--- src/owl_pkg.sv ---
// Shared constants, types and frame helper for the one-wire debug link controller.
package owl_pkg;
    // Core clock and the bit timing the controller uses on the wire.
    localparam int CLK_PERIOD_NS = 100;
    localparam int FRAME_BITS = 12;
    localparam int BIT_CYC = 160;
    localparam int SUBS_PER_BIT = 16;
    localparam int SUB_CYC = BIT_CYC / SUBS_PER_BIT;
    localparam int TMR_W = 18;
    localparam int SUB_W = 8;
    localparam logic [TMR_W-1:0] BIT_LEN = TMR_W'(BIT_CYC);
    localparam logic [SUB_W-1:0] SUB_LEN = SUB_W'(SUB_CYC);
    localparam logic [3:0] SUB_LAST = 4'hF;
    localparam logic [3:0] VOTE_FIRST = 4'h7;
    localparam logic [3:0] VOTE_LAST = 4'h9;
    localparam logic [3:0] FRAME_LAST = 4'hB;
    // Enable pulse: at least 200 ns, at most 1 us; 500 ns sits well inside that range.
    localparam int EN_PULSE_NS = 500;
    localparam int EN_PULSE_CYC = (EN_PULSE_NS + CLK_PERIOD_NS - 1) / CLK_PERIOD_NS;
    localparam int EN_SETTLE_NS = 1000;
    localparam int EN_SETTLE_CYC = (EN_SETTLE_NS + CLK_PERIOD_NS - 1) / CLK_PERIOD_NS;
    // Sync window after enable, and break lengths per link clock choice.
    localparam int SYNC_WINDOW_US = 13500;
    localparam int SYNC_WINDOW_CYC = SYNC_WINDOW_US * 1000 / CLK_PERIOD_NS;
    localparam int BRK16_US = 6150;
    localparam int BRK8_US = 12300;
    localparam int BRK4_US = 24600;
    localparam int BRK16_CYC = (BRK16_US * 1000 + CLK_PERIOD_NS - 1) / CLK_PERIOD_NS;
    localparam int BRK8_CYC = (BRK8_US * 1000 + CLK_PERIOD_NS - 1) / CLK_PERIOD_NS;
    localparam int BRK4_CYC = (BRK4_US * 1000 + CLK_PERIOD_NS - 1) / CLK_PERIOD_NS;
    localparam int RX_TIMEOUT_BITS = 24;
    localparam int RX_TIMEOUT_CYC = RX_TIMEOUT_BITS * BIT_CYC;
    // Characters and link clock select codes.
    localparam logic [7:0] SYNC_CHAR = 8'h55;
    localparam logic [1:0] CLKSEL_16M = 2'h1;
    localparam logic [1:0] CLKSEL_8M = 2'h2;
    localparam logic [1:0] CLKSEL_4M = 2'h3;
    localparam logic [1:0] CLKSEL_DEFAULT = CLKSEL_4M;
    typedef logic [FRAME_BITS-1:0] frame_t;
    localparam frame_t FRAME_HIGH = 12'hFFF;
    localparam frame_t FRAME_LOW = 12'h000;
    typedef enum logic [2:0] {
        CMD_ENABLE, CMD_INSTR, CMD_DATA, CMD_RECV,
        CMD_BREAK, CMD_DBL_BREAK, CMD_IDLE, CMD_SET_CLK
    } cmd_kind_t;
    typedef struct packed {
        cmd_kind_t kind;
        logic [7:0] data;
        logic wait_ack;
    } cmd_t;
    typedef struct packed {
        logic [7:0] data;
        logic frame_err;
        logic timeout;
        logic nack;
    } rsp_t;
    // Frame sent LSB first: start low, data, even parity, two stop bits.
    function automatic frame_t make_frame(input logic [7:0] d);
        return {2'b11, ^d, d, 1'b0};
    endfunction
endpackage

--- src/owl_host.sv ---
// Debugger-side controller for the one-wire half-duplex debug link.
`timescale 1ns/1ns
// Summary of operation
// - Frame: start, eight data, even parity, two stops.
// - Idle frame is twelve high bit periods.
// - Sync 0x55 precedes each instruction; a break goes out without it.
// - Wait for ACK after store before continuing.
// - Debugger always initiates; device only answers.
// - Debugger baud must suit selected link clock.
// - Double break with stop bits between resets.
// - Break length follows slowest rate per clock.
// - Enable pulse low 200 ns to 1 us.
// - Send sync within 13.5 ms after enable.
module owl_host
    import owl_pkg::*;
#(
    parameter int BREAK_CYC_16M = BRK16_CYC,
    parameter int BREAK_CYC_8M = BRK8_CYC,
    parameter int BREAK_CYC_4M = BRK4_CYC,
    parameter int SYNC_WIN_CYC = SYNC_WINDOW_CYC,
    parameter logic [7:0] ACK_CHAR = 8'h40
)
(
    input wire logic core_clk,
    input wire logic rst_n,
    input wire logic ce,
    input wire logic cmd_valid,
    input wire cmd_t cmd,
    output logic cmd_ready,
    output logic rsp_valid,
    output rsp_t rsp,
    input wire logic line_in,
    output logic line_out,
    output logic line_oe
);
    typedef enum logic [2:0] {
        S_IDLE, S_EN_PULSE, S_EN_SETTLE, S_EN_WAIT, S_TX, S_RX
    } state_t;
    typedef enum logic [2:0] {NX_DONE, NX_DATA, NX_ACK, NX_GAP, NX_BREAK2} step_t;

    state_t state_ff;
    step_t step_ff;
    cmd_t cmd_ff;
    logic [TMR_W-1:0] tmr_ff;
    logic [1:0] clk_sel_ff;
    logic en_drive_ff;
    logic tx_start_ff;
    frame_t tx_vec_ff;
    logic [TMR_W-1:0] tx_len_ff;
    logic rx_en_ff;
    logic [TMR_W-1:0] brk_len;
    logic tx_done;
    logic drive_low;
    logic rx_done;
    logic [7:0] rx_byte;
    logic rx_err;
    logic idle_w;

    // Break bit time from the clock selection the device is known to use.
    always_comb begin
        case (clk_sel_ff)
            CLKSEL_16M: brk_len = TMR_W'(BREAK_CYC_16M / FRAME_BITS);
            CLKSEL_8M: brk_len = TMR_W'(BREAK_CYC_8M / FRAME_BITS);
            default: brk_len = TMR_W'(BREAK_CYC_4M / FRAME_BITS);
        endcase
    end

    assign idle_w = (state_ff == S_IDLE);

    // Command sequencer; every transfer starts here, the device only answers.
    always_ff @(posedge core_clk) begin
        if (!rst_n) begin
            state_ff <= S_IDLE;
            step_ff <= NX_DONE;
            cmd_ff <= '0;
            tmr_ff <= '0;
            clk_sel_ff <= CLKSEL_DEFAULT;
            en_drive_ff <= 1'b0;
            tx_start_ff <= 1'b0;
            tx_vec_ff <= FRAME_HIGH;
            tx_len_ff <= BIT_LEN;
            rx_en_ff <= 1'b0;
            cmd_ready <= 1'b0;
            rsp_valid <= 1'b0;
            rsp <= '0;
        end else if (ce) begin
            tx_start_ff <= 1'b0;
            rsp_valid <= 1'b0;
            case (state_ff)
                S_IDLE: begin
                    cmd_ready <= 1'b1;
                    if (cmd_valid && cmd_ready) begin
                        cmd_ready <= 1'b0;
                        cmd_ff <= cmd;
                        rsp <= '0;
                        step_ff <= NX_DONE;
                        tx_len_ff <= BIT_LEN;
                        case (cmd.kind)
                            CMD_ENABLE: begin
                                state_ff <= S_EN_PULSE;
                                en_drive_ff <= 1'b1;
                                tmr_ff <= TMR_W'(EN_PULSE_CYC - 1);
                                clk_sel_ff <= CLKSEL_DEFAULT;
                            end
                            CMD_INSTR: begin
                                state_ff <= S_TX;
                                tx_start_ff <= 1'b1;
                                tx_vec_ff <= make_frame(SYNC_CHAR);
                                step_ff <= NX_DATA;
                            end
                            CMD_DATA: begin
                                state_ff <= S_TX;
                                tx_start_ff <= 1'b1;
                                tx_vec_ff <= make_frame(cmd.data);
                                step_ff <= cmd.wait_ack ? NX_ACK : NX_DONE;
                            end
                            CMD_RECV: begin
                                state_ff <= S_RX;
                                rx_en_ff <= 1'b1;
                                tmr_ff <= TMR_W'(RX_TIMEOUT_CYC - 1);
                            end
                            CMD_BREAK, CMD_DBL_BREAK: begin
                                state_ff <= S_TX;
                                tx_start_ff <= 1'b1;
                                tx_vec_ff <= FRAME_LOW;
                                tx_len_ff <= brk_len;
                                clk_sel_ff <= CLKSEL_DEFAULT;
                                step_ff <= (cmd.kind == CMD_DBL_BREAK) ? NX_GAP : NX_DONE;
                            end
                            CMD_IDLE: begin
                                state_ff <= S_TX;
                                tx_start_ff <= 1'b1;
                                tx_vec_ff <= FRAME_HIGH;
                            end
                            CMD_SET_CLK: begin
                                // Mirrors a select value the user wrote to the device.
                                clk_sel_ff <= cmd.data[1:0];
                                rsp_valid <= 1'b1;
                            end
                            default: begin
                                rsp_valid <= 1'b1;
                            end
                        endcase
                    end
                end
                S_EN_PULSE: begin
                    if (tmr_ff == '0) begin
                        en_drive_ff <= 1'b0;
                        state_ff <= S_EN_SETTLE;
                        tmr_ff <= TMR_W'(EN_SETTLE_CYC - 1);
                    end else begin
                        tmr_ff <= tmr_ff - 1'b1;
                    end
                end
                S_EN_SETTLE: begin
                    // Give the device time to grab the wire before looking for high.
                    if (tmr_ff == '0) begin
                        state_ff <= S_EN_WAIT;
                        tmr_ff <= TMR_W'(SYNC_WIN_CYC - 1);
                    end else begin
                        tmr_ff <= tmr_ff - 1'b1;
                    end
                end
                S_EN_WAIT: begin
                    if (line_in) begin
                        state_ff <= S_TX;
                        tx_start_ff <= 1'b1;
                        tx_vec_ff <= make_frame(SYNC_CHAR);
                    end else if (tmr_ff == '0) begin
                        state_ff <= S_IDLE;
                        rsp.timeout <= 1'b1;
                        rsp_valid <= 1'b1;
                    end else begin
                        tmr_ff <= tmr_ff - 1'b1;
                    end
                end
                S_TX: begin
                    if (tx_done) begin
                        tx_len_ff <= BIT_LEN;
                        case (step_ff)
                            NX_DATA: begin
                                tx_start_ff <= 1'b1;
                                tx_vec_ff <= make_frame(cmd_ff.data);
                                step_ff <= NX_DONE;
                            end
                            NX_ACK: begin
                                state_ff <= S_RX;
                                rx_en_ff <= 1'b1;
                                tmr_ff <= TMR_W'(RX_TIMEOUT_CYC - 1);
                            end
                            NX_GAP: begin
                                // Full idle frame between breaks gives the stop bits.
                                tx_start_ff <= 1'b1;
                                tx_vec_ff <= FRAME_HIGH;
                                step_ff <= NX_BREAK2;
                            end
                            NX_BREAK2: begin
                                tx_start_ff <= 1'b1;
                                tx_vec_ff <= FRAME_LOW;
                                tx_len_ff <= brk_len;
                                step_ff <= NX_DONE;
                            end
                            default: begin
                                state_ff <= S_IDLE;
                                rsp_valid <= 1'b1;
                            end
                        endcase
                    end
                end
                S_RX: begin
                    if (rx_done) begin
                        rx_en_ff <= 1'b0;
                        state_ff <= S_IDLE;
                        rsp.data <= rx_byte;
                        rsp.frame_err <= rx_err;
                        rsp.nack <= cmd_ff.wait_ack && (rx_byte != ACK_CHAR);
                        rsp_valid <= 1'b1;
                    end else if (tmr_ff == '0) begin
                        rx_en_ff <= 1'b0;
                        state_ff <= S_IDLE;
                        rsp.timeout <= 1'b1;
                        rsp_valid <= 1'b1;
                    end else begin
                        tmr_ff <= tmr_ff - 1'b1;
                    end
                end
                default: begin
                    state_ff <= S_IDLE;
                end
            endcase
        end
    end

    // Open-drain pin: only low is ever driven, a one simply releases.
    always_ff @(posedge core_clk) begin
        if (!rst_n) begin
            line_oe <= 1'b0;
            line_out <= 1'b0;
        end else if (ce) begin
            line_oe <= en_drive_ff | drive_low;
            line_out <= 1'b0;
        end
    end

    // Bit timing is an exact count of core cycles, so rate error is nil.
    owl_serdes i_owl_serdes (
        .core_clk(core_clk),
        .rst_n(rst_n),
        .ce(ce),
        .tx_start(tx_start_ff),
        .tx_vec(tx_vec_ff),
        .tx_len(tx_len_ff),
        .tx_done(tx_done),
        .drive_low(drive_low),
        .rx_en(rx_en_ff),
        .line_in(line_in),
        .rx_done(rx_done),
        .rx_byte(rx_byte),
        .rx_err(rx_err)
    );
endmodule

--- src/owl_serdes.sv ---
// Bit engine: shifts frames onto the wire and votes received bits back in.
`timescale 1ns/1ns
module owl_serdes
    import owl_pkg::*;
(
    input wire logic core_clk,
    input wire logic rst_n,
    input wire logic ce,
    input wire logic tx_start,
    input wire frame_t tx_vec,
    input wire logic [TMR_W-1:0] tx_len,
    output logic tx_done,
    output logic drive_low,
    input wire logic rx_en,
    input wire logic line_in,
    output logic rx_done,
    output logic [7:0] rx_byte,
    output logic rx_err
);
    logic tx_busy_ff;
    logic [TMR_W-1:0] tx_cnt_ff;
    logic [3:0] tx_idx_ff;
    frame_t tx_sh_ff;
    logic rx_act_ff;
    logic [SUB_W-1:0] sub_cnt_ff;
    logic [3:0] sub_idx_ff;
    logic [3:0] bit_idx_ff;
    logic [1:0] votes_ff;
    frame_t rx_sh_ff;
    logic bit_val;
    frame_t nxt_rx_sh;

    // Transmit shifter; a zero bit pulls the wire low, a one releases it.
    always_ff @(posedge core_clk) begin
        if (!rst_n) begin
            tx_busy_ff <= 1'b0;
            tx_cnt_ff <= '0;
            tx_idx_ff <= '0;
            tx_sh_ff <= FRAME_HIGH;
            drive_low <= 1'b0;
            tx_done <= 1'b0;
        end else if (ce) begin
            tx_done <= 1'b0;
            if (tx_start && !tx_busy_ff) begin
                tx_busy_ff <= 1'b1;
                tx_sh_ff <= tx_vec;
                tx_idx_ff <= '0;
                tx_cnt_ff <= tx_len - 1'b1;
                drive_low <= ~tx_vec[0];
            end else if (tx_busy_ff) begin
                if (tx_cnt_ff != '0) begin
                    tx_cnt_ff <= tx_cnt_ff - 1'b1;
                end else if (tx_idx_ff == FRAME_LAST) begin
                    tx_busy_ff <= 1'b0;
                    tx_done <= 1'b1;
                    drive_low <= 1'b0;
                end else begin
                    tx_idx_ff <= tx_idx_ff + 1'b1;
                    tx_sh_ff <= tx_sh_ff >> 1;
                    drive_low <= ~tx_sh_ff[1];
                    tx_cnt_ff <= tx_len - 1'b1;
                end
            end
        end
    end

    // Majority of three middle samples decides each received bit.
    // By the last tick of a bit all three votes are in, so two or more ones mean high.
    assign bit_val = votes_ff[1];
    assign nxt_rx_sh = {bit_val, rx_sh_ff[FRAME_BITS-1:1]};

    // Receiver; armed only while the controller expects an answer.
    always_ff @(posedge core_clk) begin
        if (!rst_n) begin
            rx_act_ff <= 1'b0;
            sub_cnt_ff <= '0;
            sub_idx_ff <= '0;
            bit_idx_ff <= '0;
            votes_ff <= '0;
            rx_sh_ff <= FRAME_HIGH;
            rx_done <= 1'b0;
            rx_byte <= '0;
            rx_err <= 1'b0;
        end else if (ce) begin
            rx_done <= 1'b0;
            if (!rx_en) begin
                rx_act_ff <= 1'b0;
            end else if (!rx_act_ff) begin
                if (!line_in) begin
                    rx_act_ff <= 1'b1;
                    sub_cnt_ff <= SUB_LEN - 1'b1;
                    sub_idx_ff <= '0;
                    bit_idx_ff <= '0;
                    votes_ff <= '0;
                end
            end else if (sub_cnt_ff != '0) begin
                sub_cnt_ff <= sub_cnt_ff - 1'b1;
            end else begin
                sub_cnt_ff <= SUB_LEN - 1'b1;
                sub_idx_ff <= sub_idx_ff + 1'b1;
                if (sub_idx_ff >= VOTE_FIRST && sub_idx_ff <= VOTE_LAST) begin
                    votes_ff <= votes_ff + {1'b0, line_in};
                end
                if (sub_idx_ff == SUB_LAST) begin
                    votes_ff <= '0;
                    rx_sh_ff <= nxt_rx_sh;
                    bit_idx_ff <= bit_idx_ff + 1'b1;
                    if (bit_idx_ff == FRAME_LAST) begin
                        rx_act_ff <= 1'b0;
                        rx_done <= 1'b1;
                        rx_byte <= nxt_rx_sh[8:1];
                        rx_err <= nxt_rx_sh[0] | (^nxt_rx_sh[9:1]) | ~nxt_rx_sh[10]
                            | ~nxt_rx_sh[11];
                    end
                end
            end
        end
    end
endmodule

--- config.mk ---
export PLATFORM = sky130hd
export DESIGN_NAME = owl_host
export DESIGN_NICKNAME = d
export VERILOG_FILES = /design/src/owl_pkg.sv /design/src/owl_host.sv /design/src/owl_serdes.sv
export SDC_FILE = /design/constraint.sdc
export NUM_CORES = 1
export LEC_CHECK = 0
export ABC_AREA = 0
export BUFFER_PORTS_ARGS = -buffer_cell sky130_fd_sc_hd__buf_4
export CAP_MARGIN = 40
export CELL_PAD_IN_SITES_DETAIL_PLACEMENT = 0
export CELL_PAD_IN_SITES_GLOBAL_PLACEMENT = 1
export CORE_MARGIN = 8
export CORE_UTILIZATION = 47
export CTS_CLUSTER_SIZE = 20
export DETAILED_ROUTE_END_ITERATION = 10
export GPL_ROUTABILITY_DRIVEN = 0
export MAX_ROUTING_LAYER = met4
export PLACE_DENSITY_LB_ADDON = 0.12
export SYNTH_ARGS = -nofsm -noshare
export SYNTH_HDL_FRONTEND = slang
export SYNTH_SLANG_ARGS = --single-unit
--- constraint.sdc ---
create_clock -name core_clk -period 3 [get_ports core_clk]
set_input_delay 0.3 -clock core_clk [delete_from_list [all_inputs] [get_ports core_clk]]
set_output_delay 0.3 -clock core_clk [all_outputs]
set_load 0.05 [all_outputs]
# After elaboration in Yosys (flattened, before gate mapping)
# Index checks and enable logic that the tools add are counted.
# word_totals
wordCells	271
out_inout_bits	15
ff_bits	160
inputBits	17
# classes
bitwise	9
addsub	8
n_eq_ne	47
reduce_logical	49
n_mux	123
order_cmp	2
# op_table
operator	count
two-way mux 18 bit	16
one-hot mux 18 bit (6 select lines)	1
two-way mux 12 bit	7
one-hot mux 12 bit (3 select lines)	2
one-hot mux 18 bit (2 select lines)	2
subtractor 18 x 1 -> 18 bit (second input constant)	3
two-way mux 1 bit	48
one-hot mux 12 bit (4 select lines)	1
two-way mux 4 bit	10
one-hot mux 15 bit (2 select lines)	1
AND reduction 5 bit	6
two-way mux 3 bit	9
two-way mux 8 bit	3
== test 3 bit (second input constant)	7
AND reduction 7 bit	3
AND reduction 4 bit	5
== test 3 x 2 -> 1 bit (second input constant)	6
logical NOT 18 bit	1
!= test 2 bit (second input constant)	9
one-hot mux 3 bit (2 select lines)	3
one-hot mux 3 bit (6 select lines)	1
one-hot mux 9 bit (2 select lines)	1
nonzero test 18 bit	1
!= test 2 x 1 -> 1 bit (second input constant)	8
other kinds (44)	84

# Depth between registers and ports, before layout
# logic_depth
depth_word	6
depth_mapped	10
ltp_nobuf	8

# Cells and area by module
# Synthesis repeated with hierarchy kept, for this count alone.
# unflattened
hier_cells	1011
hier_area_um2	7842.5
# by_module_without_submodules
mod	area_per_inst_um2	n_inst	cells_per_inst	seq_area_each_um2
owl_serdes	4012.6	1	504	1521.5
owl_host	3829.9	1	507	1361.3

# Worst setup path after synthesis
# No wires, ideal clock.
# synth_path
path_type	reg-to-reg
start	register i_owl_serdes.sub_cnt_ff[0]
end	register i_owl_serdes.rx_sh_ff[11]
setup_ps	129
slack_ps	637
t_required_ps	2871
path_buffers	1
stages_incl_launch_ff	9
t_arrival_ps	2233
path_cell_list	dfxtp_1 -> inv_1 -> ha_1 -> or4b_1 -> or4_1 -> nor2_1 -> buf_4 -> mux2i_1 -> nand2_1
# synth_via
elab_chain_cells	3
# synth_rtl
element	line	text
start, declared	owl_serdes.sv:25	logic [SUB_W-1:0] sub_cnt_ff;
start signal, assigned	owl_serdes.sv:91	sub_cnt_ff <= SUB_LEN - 1'b1;
start signal, assigned	owl_serdes.sv:97	sub_cnt_ff <= sub_cnt_ff - 1'b1;
start signal, assigned	owl_serdes.sv:99	sub_cnt_ff <= SUB_LEN - 1'b1;
nonzero test 8 bit	owl_serdes.sv:96	end else if (sub_cnt_ff != '0) begin
inverter 1 bit (no line)	n/a	
AND reduction 5 bit (no line)	n/a	
end signal, assigned	owl_serdes.sv:106	rx_sh_ff <= nxt_rx_sh;
end, declared	owl_serdes.sv:29	frame_t rx_sh_ff;
# Every way passes these cells.
# A chain may end at the register's enable or synchronous reset.

# Worst setup path in the final report
# layout_path
start	register tmr_ff[0]
end	register tmr_ff[0]
# layout_via
elab_chain_cells	4
word_cells_on_any_way	8
classes_between	add/sub: 1; mux: 6; reduce/logical: 1
# layout_rtl
element	line	text
start, declared	owl_host.sv:44	logic [TMR_W-1:0] tmr_ff;
start signal, assigned	owl_host.sv:102	tmr_ff <= TMR_W'(EN_PULSE_CYC - 1);
start signal, assigned	owl_host.sv:120	tmr_ff <= TMR_W'(RX_TIMEOUT_CYC - 1);
start signal, assigned	owl_host.sv:150	tmr_ff <= TMR_W'(EN_SETTLE_CYC - 1);
subtractor 18 x 1 -> 18 bit / logical NOT 18 bit (equally long branches)	n/a	
two-way mux 18 bit	owl_host.sv:169, owl_host.sv:218	
two-way mux 18 bit (on tied branches)	owl_host.sv:211, owl_host.sv:165	
one-hot mux 18 bit (6 select lines) *	owl_host.sv:89	case (state_ff)
# Mark *: on every way between the ends. The rest lies on a longest branch, timed or not. The select of a mux whose other input is x is not followed.

==> implementation parameters <==
Parameter                              Value

Timing
  Actual transition at the worst max-transition pin    777 ps
  Maximum clock frequency    384 MHz
  Max-slew violation count    0
  Setup TNS    0 ps
  Worst rel slew slack    0.478
  Unrepaired setup endpoints after global routing    no
  Setup clock skew after layout    11.3 ps
  Crit share post-route    0.867
  Fin. Hold Viols    0
  Number of failing setup endpoints in the final timing report    0
  Tmin final    2600 ps

Global route
  Total grt overflow    0
  Wire length of the first global-routing pass    33900 microns
  GRT met1 Usage    0.289
  Number of antenna violations at the first check in global routing    0
  Largest net degree at the start of global routing    58
  Global Route met3 Usage    0.0395
  Most used routing layer in global routing    met2
  Global-route usage over all layers    0.208
  Vias in the first global route    6565
  Global Route met2 Usage    0.305

Yosys
  #FFs+latches synth    144
  Dominant cell by count in the synthesized netlist    sky130_fd_sc_hd__dfxtp_1
  Area fraction of the dominant cell type after synthesis    0.375
  Post-Syn Area per Cell    around 8 sq um
  Async S/R FF share, synth    0
  Main synth FF type    sky130_fd_sc_hd__dfxtp_1
  Netlist area before placement    between 7000 and 8000 sq um
  Yosys Warn Count    0
  Library cell occupying the most area in the post-synthesis netlist    sky130_fd_sc_hd__dfxtp_1
  Post-synth net total    1003
  Synth cell count leaders    sky130_fd_sc_hd__dfxtp_1, sky130_fd_sc_hd__nand2_1, sky130_fd_sc_hd__nor2_1, sky130_fd_sc_hd__o21ai_0, sky130_fd_sc_hd__a21oi_1
  Sequential area share after synthesis    0.375
  Number of enable-type register cells in the synthesized netlist    0
  Unique cell type count in the Yosys netlist    76
  Top post-synthesis cells by area    sky130_fd_sc_hd__dfxtp_1, sky130_fd_sc_hd__o21ai_0, sky130_fd_sc_hd__nand2_1
  Synthesized instance count    972

Placement
  Post-DP HPWL    14100 microns
  Dpl cell area    8200 sq um
  Count of port buffers added during placement    30

Clock network
  Clock latency at the later pin of the worst-skew pair    430 ps
  Setup Fix Bufs, Post-CTS    0
  Number of buffers on the longest clock path    2
  CTS hold repair buffers    0
  Sinks on Clock Net    144
  CTS buffer count    17
  Resized cells post-CTS    0
  Reg clk slew, reported paths    70 ps
  TritonCTS clock tree    done
  Root buffer selected by CTS    sky130_fd_sc_hd__clkbuf_16
  CTS H-tree lvls    4

Setup path
  Worst setup EP type    register
  Largest stage delay, worst path    approximately 600 ps
  Endpoint required time on the critical path    3370 ps
  Crit path kind    register to register
  Worst R2R Start    tmr_ff[0]$_SDFFE_PN0P_
  Destination of the worst register-to-register timing path    tmr_ff[0]$_SDFFE_PN0P_
  Register-to-register path setup slack    400 ps
  Sequence of cells on the critical path    inv_1 > ha_1 > or4b_1 > nor2_2 > nand3_2 > maj3_2 > a221oi_1 > o221a_2
  Highest-delay cell along the critical path    sky130_fd_sc_hd__or4b_1
  Crit-path max FO    8
  Startpoint type of the worst setup path    register
  Depth of the most critical reg-to-reg path    8
  Worst path arrival time    2970 ps

Die
  Die Y    about 140 microns
  Die span in x    between 100 and 150 microns
  Total number of placement rows    46
  Starting density of the core    0.483
  Floorplan Core Area    around 16000 sq um
  Top-level I/O count    32
  Die ar.    20700 sq um

Routing
  Post-detailed-route DRC marker count    0
  Final wirelength    20400 microns
  Via density per instance    5.86
  WL/cell    16.6 microns
  Antenna viol nets, final    0
  DRT Pass-1 Iters    5
  Vias after detailed routing    7194
  First-iteration detailed-routing DRC count    706

Cells and area
  P&R area growth vs syn    14.5%
  N_diodes    0
  Net total in the final layout    1029
  Fraction of final layout cells sized beyond drive strength 1    0.115
  Cell area after layout    8810 sq um

Worst hold path
  Worst Min Path Start    cmd[0]
  Cell count of the worst hold path    3
  Type of the tightest min-delay check    input port to register
  End point of the worst hold path    cmd_ff[0]$_SDFFE_PN0P_

Power
  Leakage power summed over all cells    3.39 nW
  Pwr/cell area    589 nW/um^2
  Max IR drop VDD    0.493 mV

Outcome
  Outcome    complete, no violations

Run
  Max-cap check violation count    0
==> metal layers <==
| metal | vias to the layer above | share of wire |
|---|---|---|
| met2 | 221 | 0.45 |
| li1 | 3599 | - |
| met1 | 3357 | 0.49 |
| met4 | 0 | 0.0084 |
| met5 | - | 0 |
| met3 | 17 | 0.054 |
==> power by group <==
group / switching (mW) / internal (mW) / leakage [nW]
Sequential: 0.0494 / 1.96 / 1.16
Combinational: 0.630 / 0.344 / 1.93
Clock: 0.941 / 1.27 / 0.301
==> cell type report <==
class / instances / area (sq um)
Clock buffer: 17 / 425
Clock inverter: 15 / 184
Fill cell: 1556 / 7140
Inverter: 24 / 90.1
Multi-Input combinational cell: 747 / 4470
Sequential cell: 144 / 2880
Tap cell: 216 / 270
Timing Repair Buffer: 64 / 480
==> registers in the layout, indices dropped and copies added, names as in the netlist, 2 cells and up <==
signal	flops
step_ff	3
cmd_ff	9
tx_len_ff	5
i_owl_serdes.tx_sh_ff	11
i_owl_serdes.rx_byte	8
state_ff	3
i_owl_serdes.votes_ff	2
tmr_ff	18
i_owl_serdes.tx_idx_ff	4
i_owl_serdes.rx_sh_ff	11
i_owl_serdes.sub_idx_ff	4
rsp	11
i_owl_serdes.sub_cnt_ff	8
i_owl_serdes.bit_idx_ff	4
tx_vec_ff	11
clk_sel_ff	2
i_owl_serdes.tx_cnt_ff	18
==> how the worst max path moves through the flow <==
stage,slack (ps),startpoint,end,cells after the start
4_1_cts,430,tmr_ff[0]$_SDFFE_PN0P_,tmr_ff[0]$_SDFFE_PN0P_,8
6_report,400,tmr_ff[0]$_SDFFE_PN0P_,tmr_ff[0]$_SDFFE_PN0P_,8
3_5_place_dp,450,tmr_ff[0]$_SDFFE_PN0P_,tmr_ff[0]$_SDFFE_PN0P_,8
3_3_place_gp,500,tmr_ff[0]$_SDFFE_PN0P_,tmr_ff[1]$_SDFFE_PN0P_,9
2_1_floorplan,640,i_owl_serdes.sub_cnt_ff[0]$_SDFFE_PN0P_,i_owl_serdes.rx_sh_ff[11]$_SDFFE_PN1P_,8
5_1_grt,160,i_owl_serdes.tx_cnt_ff[0]$_SDFFE_PN0P_,i_owl_serdes.tx_sh_ff[3]$_SDFFE_PN1P_,8
==> critical path, delay by kind of cell, from the launching register on <==
kind | cells | cell delay [ps]
flip-flops | 1 | 350
buffers and inverters | 1 | 70
adder cells (fa/ha/maj) | 2 | 520
AO/OA/AOI/OAI | 2 | 490
AND/OR/NAND/NOR | 3 | 1120
==> per-stage QoR <==
step | power, mW | cells | hold slack (ps) | utilization | worst slack, ps
6_report | 5.19 | 1227 | 138 | 0.552 | 398
5_1_grt | 5.43 | 1227 | 132 | 0.552 | 157
4_1_cts | 5.21 | 1227 | 125 | 0.552 | 429
3_5_place_dp | 3.01 | 1195 | 450 | 0.514 | 454
3_3_place_gp | 3.01 | 1195 | 445 | 0.514 | 501
2_1_floorplan | 2.73 | 972 | 432 | - | 637
==> cells by family (layout without fill, tap and decap cells) <==
| family | Yosys count | in the layout | synth area share |
|---|---|---|---|
| and+or+nand+nor | 383 | 383 | 0.242 |
| AOI/OAI and AO/OA | 279 | 279 | 0.232 |
| DFF | 144 | 144 | 0.375 |
| buffers and inverters | 81 | 120 | 0.0447 |
| xor gates and xnor gates | 44 | 44 | 0.0501 |
| muxes | 25 | 25 | 0.0325 |
| adders and majority gates | 15 | 15 | 0.0242 |
| other | 1 | 1 | 0.000487 |
==> cells in the final DEF (no fill, tap or decap), types with 8 or more instances in the layout <==
cell,netlist,routed
sky130_fd_sc_hd__dfxtp_1,144,144
sky130_fd_sc_hd__clkbuf_16,0,17
sky130_fd_sc_hd__nand3_1,28,28
sky130_fd_sc_hd__o31ai_1,8,8
sky130_fd_sc_hd__ha_1,14,14
sky130_fd_sc_hd__a21oi_1,63,63
sky130_fd_sc_hd__nand2_1,116,116
sky130_fd_sc_hd__xnor2_1,27,27
sky130_fd_sc_hd__a31oi_1,12,12
sky130_fd_sc_hd__o21ai_0,90,90
sky130_fd_sc_hd__nor2b_1,8,8
sky130_fd_sc_hd__or3_1,9,9
sky130_fd_sc_hd__or4_1,8,8
sky130_fd_sc_hd__mux2i_1,25,25
sky130_fd_sc_hd__nor3_1,34,34
sky130_fd_sc_hd__buf_4,4,64
sky130_fd_sc_hd__nor2_1,114,114
sky130_fd_sc_hd__xor2_1,17,17
sky130_fd_sc_hd__nand4_1,8,8
sky130_fd_sc_hd__inv_1,22,21
sky130_fd_sc_hd__nor4_1,13,12
sky130_fd_sc_hd__a22oi_1,12,12
(Power assumes the default switching activity.)
